[config.mk]
export PLATFORM = sky130hd
export DESIGN_NAME = mseq_sequencer
export DESIGN_NICKNAME = d
export VERILOG_FILES = /design/src/hw/mseq_pkg.sv /design/src/hw/mseq_sequencer.sv
export SDC_FILE = /design/constraint.sdc
export NUM_CORES = 2
export LEC_CHECK = 0
export BUFFER_PORTS_ARGS = -buffer_cell sky130_fd_sc_hd__buf_2
export CELL_PAD_IN_SITES_DETAIL_PLACEMENT = 0
export CELL_PAD_IN_SITES_GLOBAL_PLACEMENT = 1
export CORE_ASPECT_RATIO = 0.8
export CORE_UTILIZATION = 25
export DETAILED_ROUTE_END_ITERATION = 8
export PLACE_DENSITY_LB_ADDON = 0.1
export SLEW_MARGIN = 5
export SYNTH_ARGS = -nofsm -noshare
export SYNTH_HDL_FRONTEND = slang
export SYNTH_SLANG_ARGS = --single-unit
[constraint.sdc]
create_clock -name ref_clk -period 5.1 [get_ports ref_clk]
set_input_delay 0.255 -clock ref_clk [delete_from_list [all_inputs] [get_ports ref_clk]]
set_output_delay 0.255 -clock ref_clk [all_outputs]
set_load 0.02 [all_outputs]
[src/hw/mseq_pkg.sv]
// Constants, types and register map of the multi segment position sequencer.
// Assumes a single 100 MHz control clock and a synchronous active-high reset.
package mseq_pkg;

    // ------------------------------------------------------------
    // Register map, byte addresses of 32-bit words
    // ------------------------------------------------------------
    localparam logic [11:0] CTRL_OFS     = 12'h000;
    localparam logic [11:0] NCC_OFS      = 12'h004;
    localparam logic [11:0] STATUS_OFS   = 12'h008;
    localparam logic [11:0] POSITION_OFS = 12'h00c;
    localparam logic [11:0] SEG_BASE     = 12'h100;
    localparam logic [11:0] SEG_END      = 12'h1ff;

    // Field positions inside CTRL and STATUS
    localparam int CTRL_TRIG_LSB  = 0;
    localparam int CTRL_CYCLE_BIT = 2;
    localparam int CTRL_ABS_BIT   = 3;
    localparam int CTRL_LAST_LSB  = 4;
    localparam int STAT_RUN_BIT   = 0;
    localparam int STAT_FAULT_BIT = 1;
    localparam int STAT_SEG_LSB   = 4;

    // Values after reset
    localparam logic [1:0]  TRIG_MODE_RST = 2'h3;
    localparam logic [15:0] NCC_RST       = 16'h0000;
    localparam logic [3:0]  LAST_SEG_RST  = 4'h0;
    localparam logic [31:0] PULSE_RST     = 32'h0000_2710;
    localparam logic [15:0] SPEED_RST     = 16'h01f4;
    localparam logic [15:0] RAMP_RST      = 16'h01f4;
    localparam logic [15:0] IDLE_RST      = 16'h0001;

    // Idle time unit and clock rate
    localparam int IDLE_UNIT_NS  = 1000000;
    localparam int CLK_PERIOD_NS = 10;
    localparam int MS_CYCLES     = IDLE_UNIT_NS / CLK_PERIOD_NS;

    // Sequencer states
    typedef enum logic [1:0] {
        ST_IDLE,
        ST_ISSUE,
        ST_WAIT_DONE,
        ST_WAIT_IDLE
    } mseq_state_t;

    // One segment command handed to the profile generator
    typedef struct packed {
        logic signed [31:0] target;
        logic [15:0]        speed;
        logic [15:0]        ramp_ms;
    } mseq_cmd_t;

endpackage

[src/hw/mseq_sequencer.sv]
// Multi segment position sequencer: segment table, trigger handling,
// segment stepping and idle timing, with a plain register port.
// Assumes trigger, select and direction inputs already synchronous to
// ref_clk, and a profile generator that pulses motion_done per move.
module mseq_sequencer #(
    parameter int MS_CYCLES = mseq_pkg::MS_CYCLES
) (
    input  wire logic              ref_clk,              // 100 MHz control clock
    input  wire logic              rst,                  // Sync reset, active high
    input  wire logic [11:0]       addr,                 // Register byte address
    input  wire logic [31:0]       wdata,                // Register write data
    input  wire logic              wr,                   // Write strobe
    input  wire logic              rd,                   // Read strobe
    output logic [31:0]            rdata,                // Read data, cycle after rd
    input  wire logic              sequence_trigger_in,  // Start/stop trigger level
    input  wire logic              segment_select_bit0,  // Segment select weight 1
    input  wire logic              segment_select_bit1,  // Segment select weight 2
    input  wire logic              segment_select_bit2,  // Segment select weight 4
    input  wire logic              segment_select_bit3,  // Segment select weight 8
    input  wire logic              direction_reverse_in, // Negate targets when high
    input  wire logic              homed_in,             // Origin return completed
    input  wire logic              motion_done,          // Profile finished, pulse
    output mseq_pkg::mseq_cmd_t    cmd,                  // Segment command
    output logic                   cmd_valid,            // Command strobe, one cycle
    output logic                   running,              // Sequence active
    output logic                   fault                 // Homing fault, sticky
);

    // ------------------------------------------------------------
    // Storage
    // ------------------------------------------------------------
    logic signed [31:0]    pulse_mem [16];
    logic [15:0]           speed_mem [16];
    logic [15:0]           ramp_mem  [16];
    logic [15:0]           idle_mem  [16];

    logic [1:0]            trig_mode_ff;
    logic                  cycle_mode_ff;
    logic                  abs_mode_ff;
    logic [3:0]            last_seg_ff;
    logic [15:0]           ncc_ff;
    logic                  trig_prev_ff;
    logic [3:0]            seg_ff;
    logic signed [31:0]    pos_ff;
    mseq_pkg::mseq_state_t state_ff;
    logic [31:0]           ms_tick_ff;
    logic [15:0]           ms_left_ff;
    logic                  done_seen_ff;
    mseq_pkg::mseq_cmd_t   cmd_ff;
    logic                  cmd_valid_ff;
    logic                  fault_ff;
    logic [31:0]           rdata_ff;

    logic                  trig_rise;
    logic                  trig_fall;
    logic                  stop_req;
    logic [3:0]            sel_idx;
    logic [3:0]            nxt_seg;
    logic                  seq_end;
    logic                  idle_over;
    logic signed [31:0]    seg_target;
    logic signed [31:0]    nxt_pos;
    logic                  abs_blocked;
    logic                  seg_hit;
    logic [3:0]            wr_seg;
    logic [1:0]            wr_fld;
    logic                  clr_fault;

    // ------------------------------------------------------------
    // Trigger edges
    // ------------------------------------------------------------

    // Previous trigger level for edge detection
    // Clears low like an idle pin, so no false rise
    always_ff @(posedge ref_clk) begin
        if (rst) begin
            trig_prev_ff <= 1'b0;
        end else begin
            trig_prev_ff <= sequence_trigger_in;
        end
    end

    // Falling edge stops only in modes 0 and 2; modes 1 and 3 ignore it
    // A fall in the issue cycle drops that command too
    assign trig_rise = sequence_trigger_in & ~trig_prev_ff;
    assign trig_fall = ~sequence_trigger_in & trig_prev_ff;
    assign stop_req  = trig_fall & ~trig_mode_ff[0];

    // Start segment from the weighted select inputs, index 0 is segment 1
    // Read once per start; later select changes are ignored
    assign sel_idx = {segment_select_bit3, segment_select_bit2,
                      segment_select_bit1, segment_select_bit0};

    // ------------------------------------------------------------
    // Segment arithmetic
    // ------------------------------------------------------------

    // Direction input flips the programmed count
    // Taken at issue, so a change hits later segments only
    assign seg_target = direction_reverse_in ? -pulse_mem[seg_ff]
                                             : pulse_mem[seg_ff];

    // Absolute counts from origin, relative adds to present position
    // Absolute moves drop the running position on purpose
    assign nxt_pos = abs_mode_ff ? seg_target : pos_ff + seg_target;

    // Absolute move without a finished origin return is refused
    assign abs_blocked = abs_mode_ff & ~homed_in;

    // Last configured segment ends a pass
    // A start above the last index runs to 15 first
    assign seq_end = (seg_ff == last_seg_ff);
    assign nxt_seg = seq_end ? 4'h0 : seg_ff + 4'h1;

    // Idle over once the per-segment millisecond count runs out
    assign idle_over = (ms_left_ff == 16'h0000);

    // ------------------------------------------------------------
    // Register decode
    // ------------------------------------------------------------
    assign seg_hit   = (addr >= mseq_pkg::SEG_BASE) && (addr <= mseq_pkg::SEG_END);
    assign wr_seg    = addr[7:4];
    assign wr_fld    = addr[3:2];
    assign clr_fault = wr && (addr == mseq_pkg::STATUS_OFS)
                       && wdata[mseq_pkg::STAT_FAULT_BIT];

    // Control register, writable at any time, takes effect at once
    always_ff @(posedge ref_clk) begin
        if (rst) begin
            trig_mode_ff  <= mseq_pkg::TRIG_MODE_RST;
            cycle_mode_ff <= 1'b0;
            abs_mode_ff   <= 1'b0;
            last_seg_ff   <= mseq_pkg::LAST_SEG_RST;
        end else if (wr && addr == mseq_pkg::CTRL_OFS) begin
            trig_mode_ff  <= wdata[mseq_pkg::CTRL_TRIG_LSB +: 2];
            cycle_mode_ff <= wdata[mseq_pkg::CTRL_CYCLE_BIT];
            abs_mode_ff   <= wdata[mseq_pkg::CTRL_ABS_BIT];
            last_seg_ff   <= wdata[mseq_pkg::CTRL_LAST_LSB +: 4];
        end
    end

    // Next-command condition; only bit 0 steers the sequencer
    always_ff @(posedge ref_clk) begin
        if (rst) begin
            ncc_ff <= mseq_pkg::NCC_RST;
        end else if (wr && addr == mseq_pkg::NCC_OFS) begin
            ncc_ff <= wdata[15:0];
        end
    end

    // Segment table, four words per segment
    always_ff @(posedge ref_clk) begin
        if (rst) begin
            for (int i = 0; i < 16; i++) begin
                pulse_mem[i] <= mseq_pkg::PULSE_RST;
                speed_mem[i] <= mseq_pkg::SPEED_RST;
                ramp_mem[i]  <= mseq_pkg::RAMP_RST;
                idle_mem[i]  <= mseq_pkg::IDLE_RST;
            end
        end else if (wr && seg_hit) begin
            case (wr_fld)
                2'h0: pulse_mem[wr_seg] <= wdata;
                2'h1: speed_mem[wr_seg] <= wdata[15:0];
                2'h2: ramp_mem[wr_seg]  <= wdata[15:0];
                default: idle_mem[wr_seg] <= wdata[15:0];
            endcase
        end
    end

    // Read data stands one cycle after the strobe; unmapped reads zero
    always_ff @(posedge ref_clk) begin
        if (rst) begin
            rdata_ff <= 32'h0000_0000;
        end else if (rd) begin
            if (addr == mseq_pkg::CTRL_OFS) begin
                rdata_ff <= {24'h00_0000, last_seg_ff, abs_mode_ff,
                             cycle_mode_ff, trig_mode_ff};
            end else if (addr == mseq_pkg::NCC_OFS) begin
                rdata_ff <= {16'h0000, ncc_ff};
            end else if (addr == mseq_pkg::STATUS_OFS) begin
                rdata_ff <= {24'h00_0000, seg_ff, 1'b0, done_seen_ff, fault_ff,
                             (state_ff != mseq_pkg::ST_IDLE)};
            end else if (addr == mseq_pkg::POSITION_OFS) begin
                rdata_ff <= pos_ff;
            end else if (seg_hit) begin
                case (wr_fld)
                    2'h0: rdata_ff <= pulse_mem[wr_seg];
                    2'h1: rdata_ff <= {16'h0000, speed_mem[wr_seg]};
                    2'h2: rdata_ff <= {16'h0000, ramp_mem[wr_seg]};
                    default: rdata_ff <= {16'h0000, idle_mem[wr_seg]};
                endcase
            end else begin
                rdata_ff <= 32'h0000_0000;
            end
        end else begin
            rdata_ff <= 32'h0000_0000;
        end
    end

    // ------------------------------------------------------------
    // Sequencer state machine
    // ------------------------------------------------------------

    // Stepping through segments; select inputs are read only on a rise
    always_ff @(posedge ref_clk) begin
        if (rst) begin
            state_ff <= mseq_pkg::ST_IDLE;
            seg_ff   <= 4'h0;
        end else if (stop_req) begin
            state_ff <= mseq_pkg::ST_IDLE;
        end else begin
            case (state_ff)
                mseq_pkg::ST_IDLE: begin
                    if (trig_rise) begin
                        state_ff <= mseq_pkg::ST_ISSUE;
                        seg_ff   <= sel_idx;
                    end
                end
                mseq_pkg::ST_ISSUE: begin
                    if (abs_blocked) begin
                        state_ff <= mseq_pkg::ST_IDLE;
                    end else if (ncc_ff[0]) begin
                        state_ff <= mseq_pkg::ST_WAIT_IDLE;
                    end else begin
                        state_ff <= mseq_pkg::ST_WAIT_DONE;
                    end
                end
                mseq_pkg::ST_WAIT_DONE: begin
                    if (motion_done) begin
                        state_ff <= mseq_pkg::ST_WAIT_IDLE;
                    end
                end
                default: begin
                    if (idle_over) begin
                        if (seq_end && !cycle_mode_ff) begin
                            state_ff <= mseq_pkg::ST_IDLE;
                        end else begin
                            state_ff <= mseq_pkg::ST_ISSUE;
                            seg_ff   <= nxt_seg;
                        end
                    end
                end
            endcase
        end
    end

    // Idle timer: loaded per segment, counts milliseconds down
    // Reloads outside the wait, so a stop leaves no stale count
    always_ff @(posedge ref_clk) begin
        if (rst) begin
            ms_left_ff <= 16'h0000;
            ms_tick_ff <= 32'h0000_0000;
        end else if (state_ff != mseq_pkg::ST_WAIT_IDLE) begin
            ms_left_ff <= idle_mem[seg_ff];
            ms_tick_ff <= 32'h0000_0000;
        end else if (!idle_over) begin
            if (ms_tick_ff == 32'(MS_CYCLES - 1)) begin
                ms_tick_ff <= 32'h0000_0000;
                ms_left_ff <= ms_left_ff - 16'h0001;
            end else begin
                ms_tick_ff <= ms_tick_ff + 32'h0000_0001;
            end
        end
    end

    // Done flag kept only for visibility of a pending completion
    // Shown in status bit 2 for software polling
    always_ff @(posedge ref_clk) begin
        if (rst) begin
            done_seen_ff <= 1'b0;
        end else if (state_ff == mseq_pkg::ST_ISSUE) begin
            done_seen_ff <= 1'b0;
        end else if (motion_done) begin
            done_seen_ff <= 1'b1;
        end
    end

    // ------------------------------------------------------------
    // Command output and commanded position
    // ------------------------------------------------------------

    // One command strobe per segment, with that segment's own profile
    always_ff @(posedge ref_clk) begin
        if (rst) begin
            cmd_valid_ff <= 1'b0;
            cmd_ff       <= '0;
        end else if (state_ff == mseq_pkg::ST_ISSUE && !abs_blocked
                     && !stop_req) begin
            cmd_valid_ff   <= 1'b1;
            cmd_ff.target  <= nxt_pos;
            cmd_ff.speed   <= speed_mem[seg_ff];
            cmd_ff.ramp_ms <= ramp_mem[seg_ff];
        end else begin
            cmd_valid_ff <= 1'b0;
        end
    end

    // Commanded position follows each issued segment
    always_ff @(posedge ref_clk) begin
        if (rst) begin
            pos_ff <= 32'h0000_0000;
        end else if (state_ff == mseq_pkg::ST_ISSUE && !abs_blocked
                     && !stop_req) begin
            pos_ff <= nxt_pos;
        end
    end

    // Fault is sticky; a new fault in the clearing cycle wins
    // A refused start returns to idle; a new rise is needed
    always_ff @(posedge ref_clk) begin
        if (rst) begin
            fault_ff <= 1'b0;
        end else if (state_ff == mseq_pkg::ST_ISSUE && abs_blocked
                     && !stop_req) begin
            fault_ff <= 1'b1;
        end else if (clr_fault) begin
            fault_ff <= 1'b0;
        end
    end

    // Running flag registered so the port comes from a flip-flop
    // Trails the state by one cycle
    logic running_ff;
    always_ff @(posedge ref_clk) begin
        if (rst) begin
            running_ff <= 1'b0;
        end else begin
            running_ff <= (state_ff != mseq_pkg::ST_IDLE);
        end
    end

    // ------------------------------------------------------------
    // Output ports
    // ------------------------------------------------------------
    assign rdata     = rdata_ff;
    assign cmd       = cmd_ff;
    assign cmd_valid = cmd_valid_ff;
    assign running   = running_ff;
    assign fault     = fault_ff;

endmodule

==> results_dict.tcl <==
set metrics [dict create \
    met1Wirelength_um 156000 \
    cp_common_cell "buf_4" \
    power.switching_mw 13.6 \
    grt_pass1_wl_um 443000 \
    rsz0062_at_grt "yes" \
    ant_nets 0 \
    netlist_instances 5317 \
    grt-ovfl-total 0 \
    fin_util_pct 30.1 \
    track_usage_pct 20.5 \
    io_pins 155 \
    fmax_ghz 0.198 \
    n_fill_cell 30555 \
    crit_chain "buf_4 -> buf_4 -> buf_16 -> mux4_2 -> a22oi_1 -> nand2_2 -> buf_4 -> buf_4 -> or2_2 -> o31ai_1 -> xnor2_1 -> ha_1 -> a21oi_1 -> nor2_1 -> a211oi_2 -> o31ai_2 -> buf_4 -> a41o_4 -> a31oi_4 -> nand2b_1 -> xor2_1 -> nand2_1 -> a311oi_1" \
    setup_viol 0 \
    endpoint_kind "flip-flop" \
    syn_area_um2 77600 \
    yosysSeqAreaShare_pct 54.2 \
    path_buf_inv 6 \
    synth_largest_area_cell "edfxtp_1" \
    slew_violations 0 \
    p_int_mw 27.1 \
    synth_cell_types 70 \
    p_comb_share_pct 32.1 \
    via_per_inst 5.00 \
    core_area_um2 308000 \
    clk_pin_slew_ps 60 \
    final_layout_size_suffix_gt1_share_pct 32.9 \
    p_seq_share_pct 35.7 \
    place_congestion 0.789 \
    cts_tree "built" \
    cts_buffer_depth 4 \
    finalInstanceArea_um2 92900 \
    clock_skew_ps 71.3 \
    cts_made_buffers 186 \
    worst_ep_required_time_ps 5840 \
    die_x_um 625 \
    clk_latency_ps 870 \
    antenna_found_initial 57 \
    placed_cells 9498 \
    die_y_um 500 \
    via_count 49680 \
    crit_path_max_incr_delay_ps 520 \
    max_cap_viol_count 0 \
    topRoutingLayerUsed "met5" \
    std_cell_rows 182 \
    syn_nets 5420 \
    grt_pass1_vias 49736 \
    synth_flop_cell "edfxtp_1" \
    slew_headroom_pct 23.7 \
    synth_edf_count 1280 \
    cp_max_fo 7 \
    dr_wl_met3_um 20400 \
    synth_top_area_share_pct 49.5 \
    avgSynthCellArea_um2 14.6 \
    drc 0 \
    clock-sinks 1463 \
    grt_max_degree 101 \
    synth-seq-cells 1463 \
    wl_um 326000 \
    worstMarginPinSlew_ps 1130 \
    yosysWarnings 0 \
    status "completed" \
    wl_met2_um 145000 \
    dp_hpwl_um 213000 \
    p_leak_nw 30.6 \
    start_util_pct 25.2 \
    io_buffers 154 \
    min_period_ps 5060 \
    hold_violations 0 \
    slowest_stage "mux4_2" \
    root_buffer "clkbuf_16" \
    power_frac_clock_pct 32.2 \
    switching_share_pct 33.5 \
    wl_per_cell_um 32.8 \
    place_area_um2 85400 \
    synth_area_leaders "edfxtp_1 (50%), mux4_2 (23%), and2_1 (8.1%)" \
    fin_cells 9936 \
    path_delay_family "compound AO/OA/AOI/OAI gates" \
    drtPass1Iterations 7 \
    dieArea_um2 313000 \
    startpoint_type "flip-flop" \
    areaGrowthSynthToFinish_pct 19.7 \
    ir_drop_mv 0.323 \
    drt_first_iter_violations 5080 \
    fin_nets 5732 \
    power_per_cell_area_nw_per_um2 439 \
    worstPathArrival_ps 5800 \
    hp-class "primary input to flip-flop" \
    fin_crit_sh_pct 99.2 \
    critPathKind "flip-flop to flip-flop" \
    htree_levels 4 \
    async_reset_ff_share_pct 0 \
]
[sequential cells by signal (all words and copies together), names as in the netlist, named ones only]
name	cells
idle_mem	256
last_seg_ff	4
trig_mode_ff	2
rdata	32
pulse_mem	512
running	1
pos_ff	32
abs_mode_ff	1
ramp_mem	256
cycle_mode_ff	1
state_ff	2
ms_tick_ff	32
ncc_ff	16
ms_left_ff	16
fault	1
trig_prev_ff	1
speed_mem	256
cmd	32
seg_ff	4
done_seen_ff	1
cmd_valid	1
[path summary, 6_finish.rpt]
path	depth (start not counted)	from	endpoint	slack (ps)
max reg2reg	23	flip-flop	pos_ff[29]	40
min reg2reg	2	cmd[11]	cmd[11]	450
max	23	flip-flop	pos_ff[29]	40
min	3	wdata[12]	ncc_ff[12]	80
[Yosys cell counts, drive strengths merged, types with 28 or more instances]
cell and number:
edfxtp 1280, and2 1001, mux4 801, clkbuf 435, or3 297, nor2 235
nand2 199, dfxtp 183, a21oi 120, buf 107, or2 74, o21ai 56
xnor2 52, ha 46, nor3 43, xor2 41, a211oi 36, nand3 31
a22oi 28
[logic make-up after synthesis]
family                     count (synthesis)  share of synthesized area, %
xor gates and xnor gates                  93                          1.05
adders and majority gates                 47                         0.767
muxes                                    820                          23.6
AOI/OAI and AO/OA                        348                          2.91
and+or+nand+nor                         1983                          14.6
buffers and inverters                    563                          2.89
DFF                                     1463                          54.2
[final cells by class]
cell class,instances,area [µm²],share of cell area [%]
diodes,24,60.1,0.0647
well taps,4140,5180,5.58
multi-input cells,3291,34200,36.8
inverters,21,78.8,0.0849
repair buffers,666,5410,5.83
clock buffers,246,5130,5.53
clock inverters,85,676,0.727
flip-flops and latches,1463,42100,45.4
[stage by stage]
stage                     setup WS (ps)  power [mW]  setup TNS, ps  hold slack, ps
after global routing               -217        42.4          -1910            78.4
after CTS                          3.91        40.4              0            4.97
after floorplan                    63.8        21.1              0             383
after detailed placement           -427        26.8          -2400             446
after global placement             -424        26.9          -3020             441
final                              40.3        40.7              0            76.5
[layout by cell type, fill, tap and decap left out, types with 30 or more instances in the layout]
master     synthesis  final
edfxtp_1        1280   1280
and2_1          1001   1001
mux4_2           790    790
buf_4              2    424
or3_1            297    296
nor2_1           235    217
clkbuf_16          0    195
nand2_1          199    190
dfxtp_1          183    174
buf_2             34    149
a21oi_1          120    108
or2_2             72     72
clkbuf_1         435     42
buf_12             1     42
nor3_1            43     39
xor2_1            41     39
xnor2_1           52     39
clkinv_1           1     38
o21ai_0           55     35
ha_1              46     34
a211oi_1          36     30
clkinv_2           0     30
[power groups by stage]
| stage | clock network, mW | logic (mW) | registers (mW) |
|---|---|---|---|
| 3_5_place_dp | 0 | 12.0 | 14.8 |
| 6_report | 13.1 | 13.1 | 14.5 |
| 3_3_place_gp | 0 | 12.1 | 14.8 |
| 2_1_floorplan | 0 | 6.53 | 14.6 |
| 5_1_grt | 13.9 | 13.9 | 14.6 |
| 4_1_cts | 13.5 | 12.4 | 14.6 |
[layer usage]
metal / up-vias / track usage [%]
met5: - / 0
met4: 2 / 3.00
met3: 303 / 3.47
met2: 1593 / 31.4
met1: 26597 / 30.7
li1: 21185 / -
[tightest hold or removal path: cells and delay by family]
| family | cells | cell delay, ps |
|---|---|---|
| buf+inv | 1 | 340 |
| simple gates | 1 | 160 |
| compound gates | 1 | 70 |
[timing repair]
| item | in CTS | in global routing |
|---|---|---|
| hold buffers | 29 | 0 |
| gates cloned | 1 | 2 |
| gates resized for setup | 60 | 120 |
| setup endpoints to repair | 15 | 18 |
| endpoints found under the hold margin | 298 | 0 |
| buffers inserted | 17 | 39 |
| pin swaps | 26 | 80 |
No activity file was read; power rests on OpenSTA's default activity.
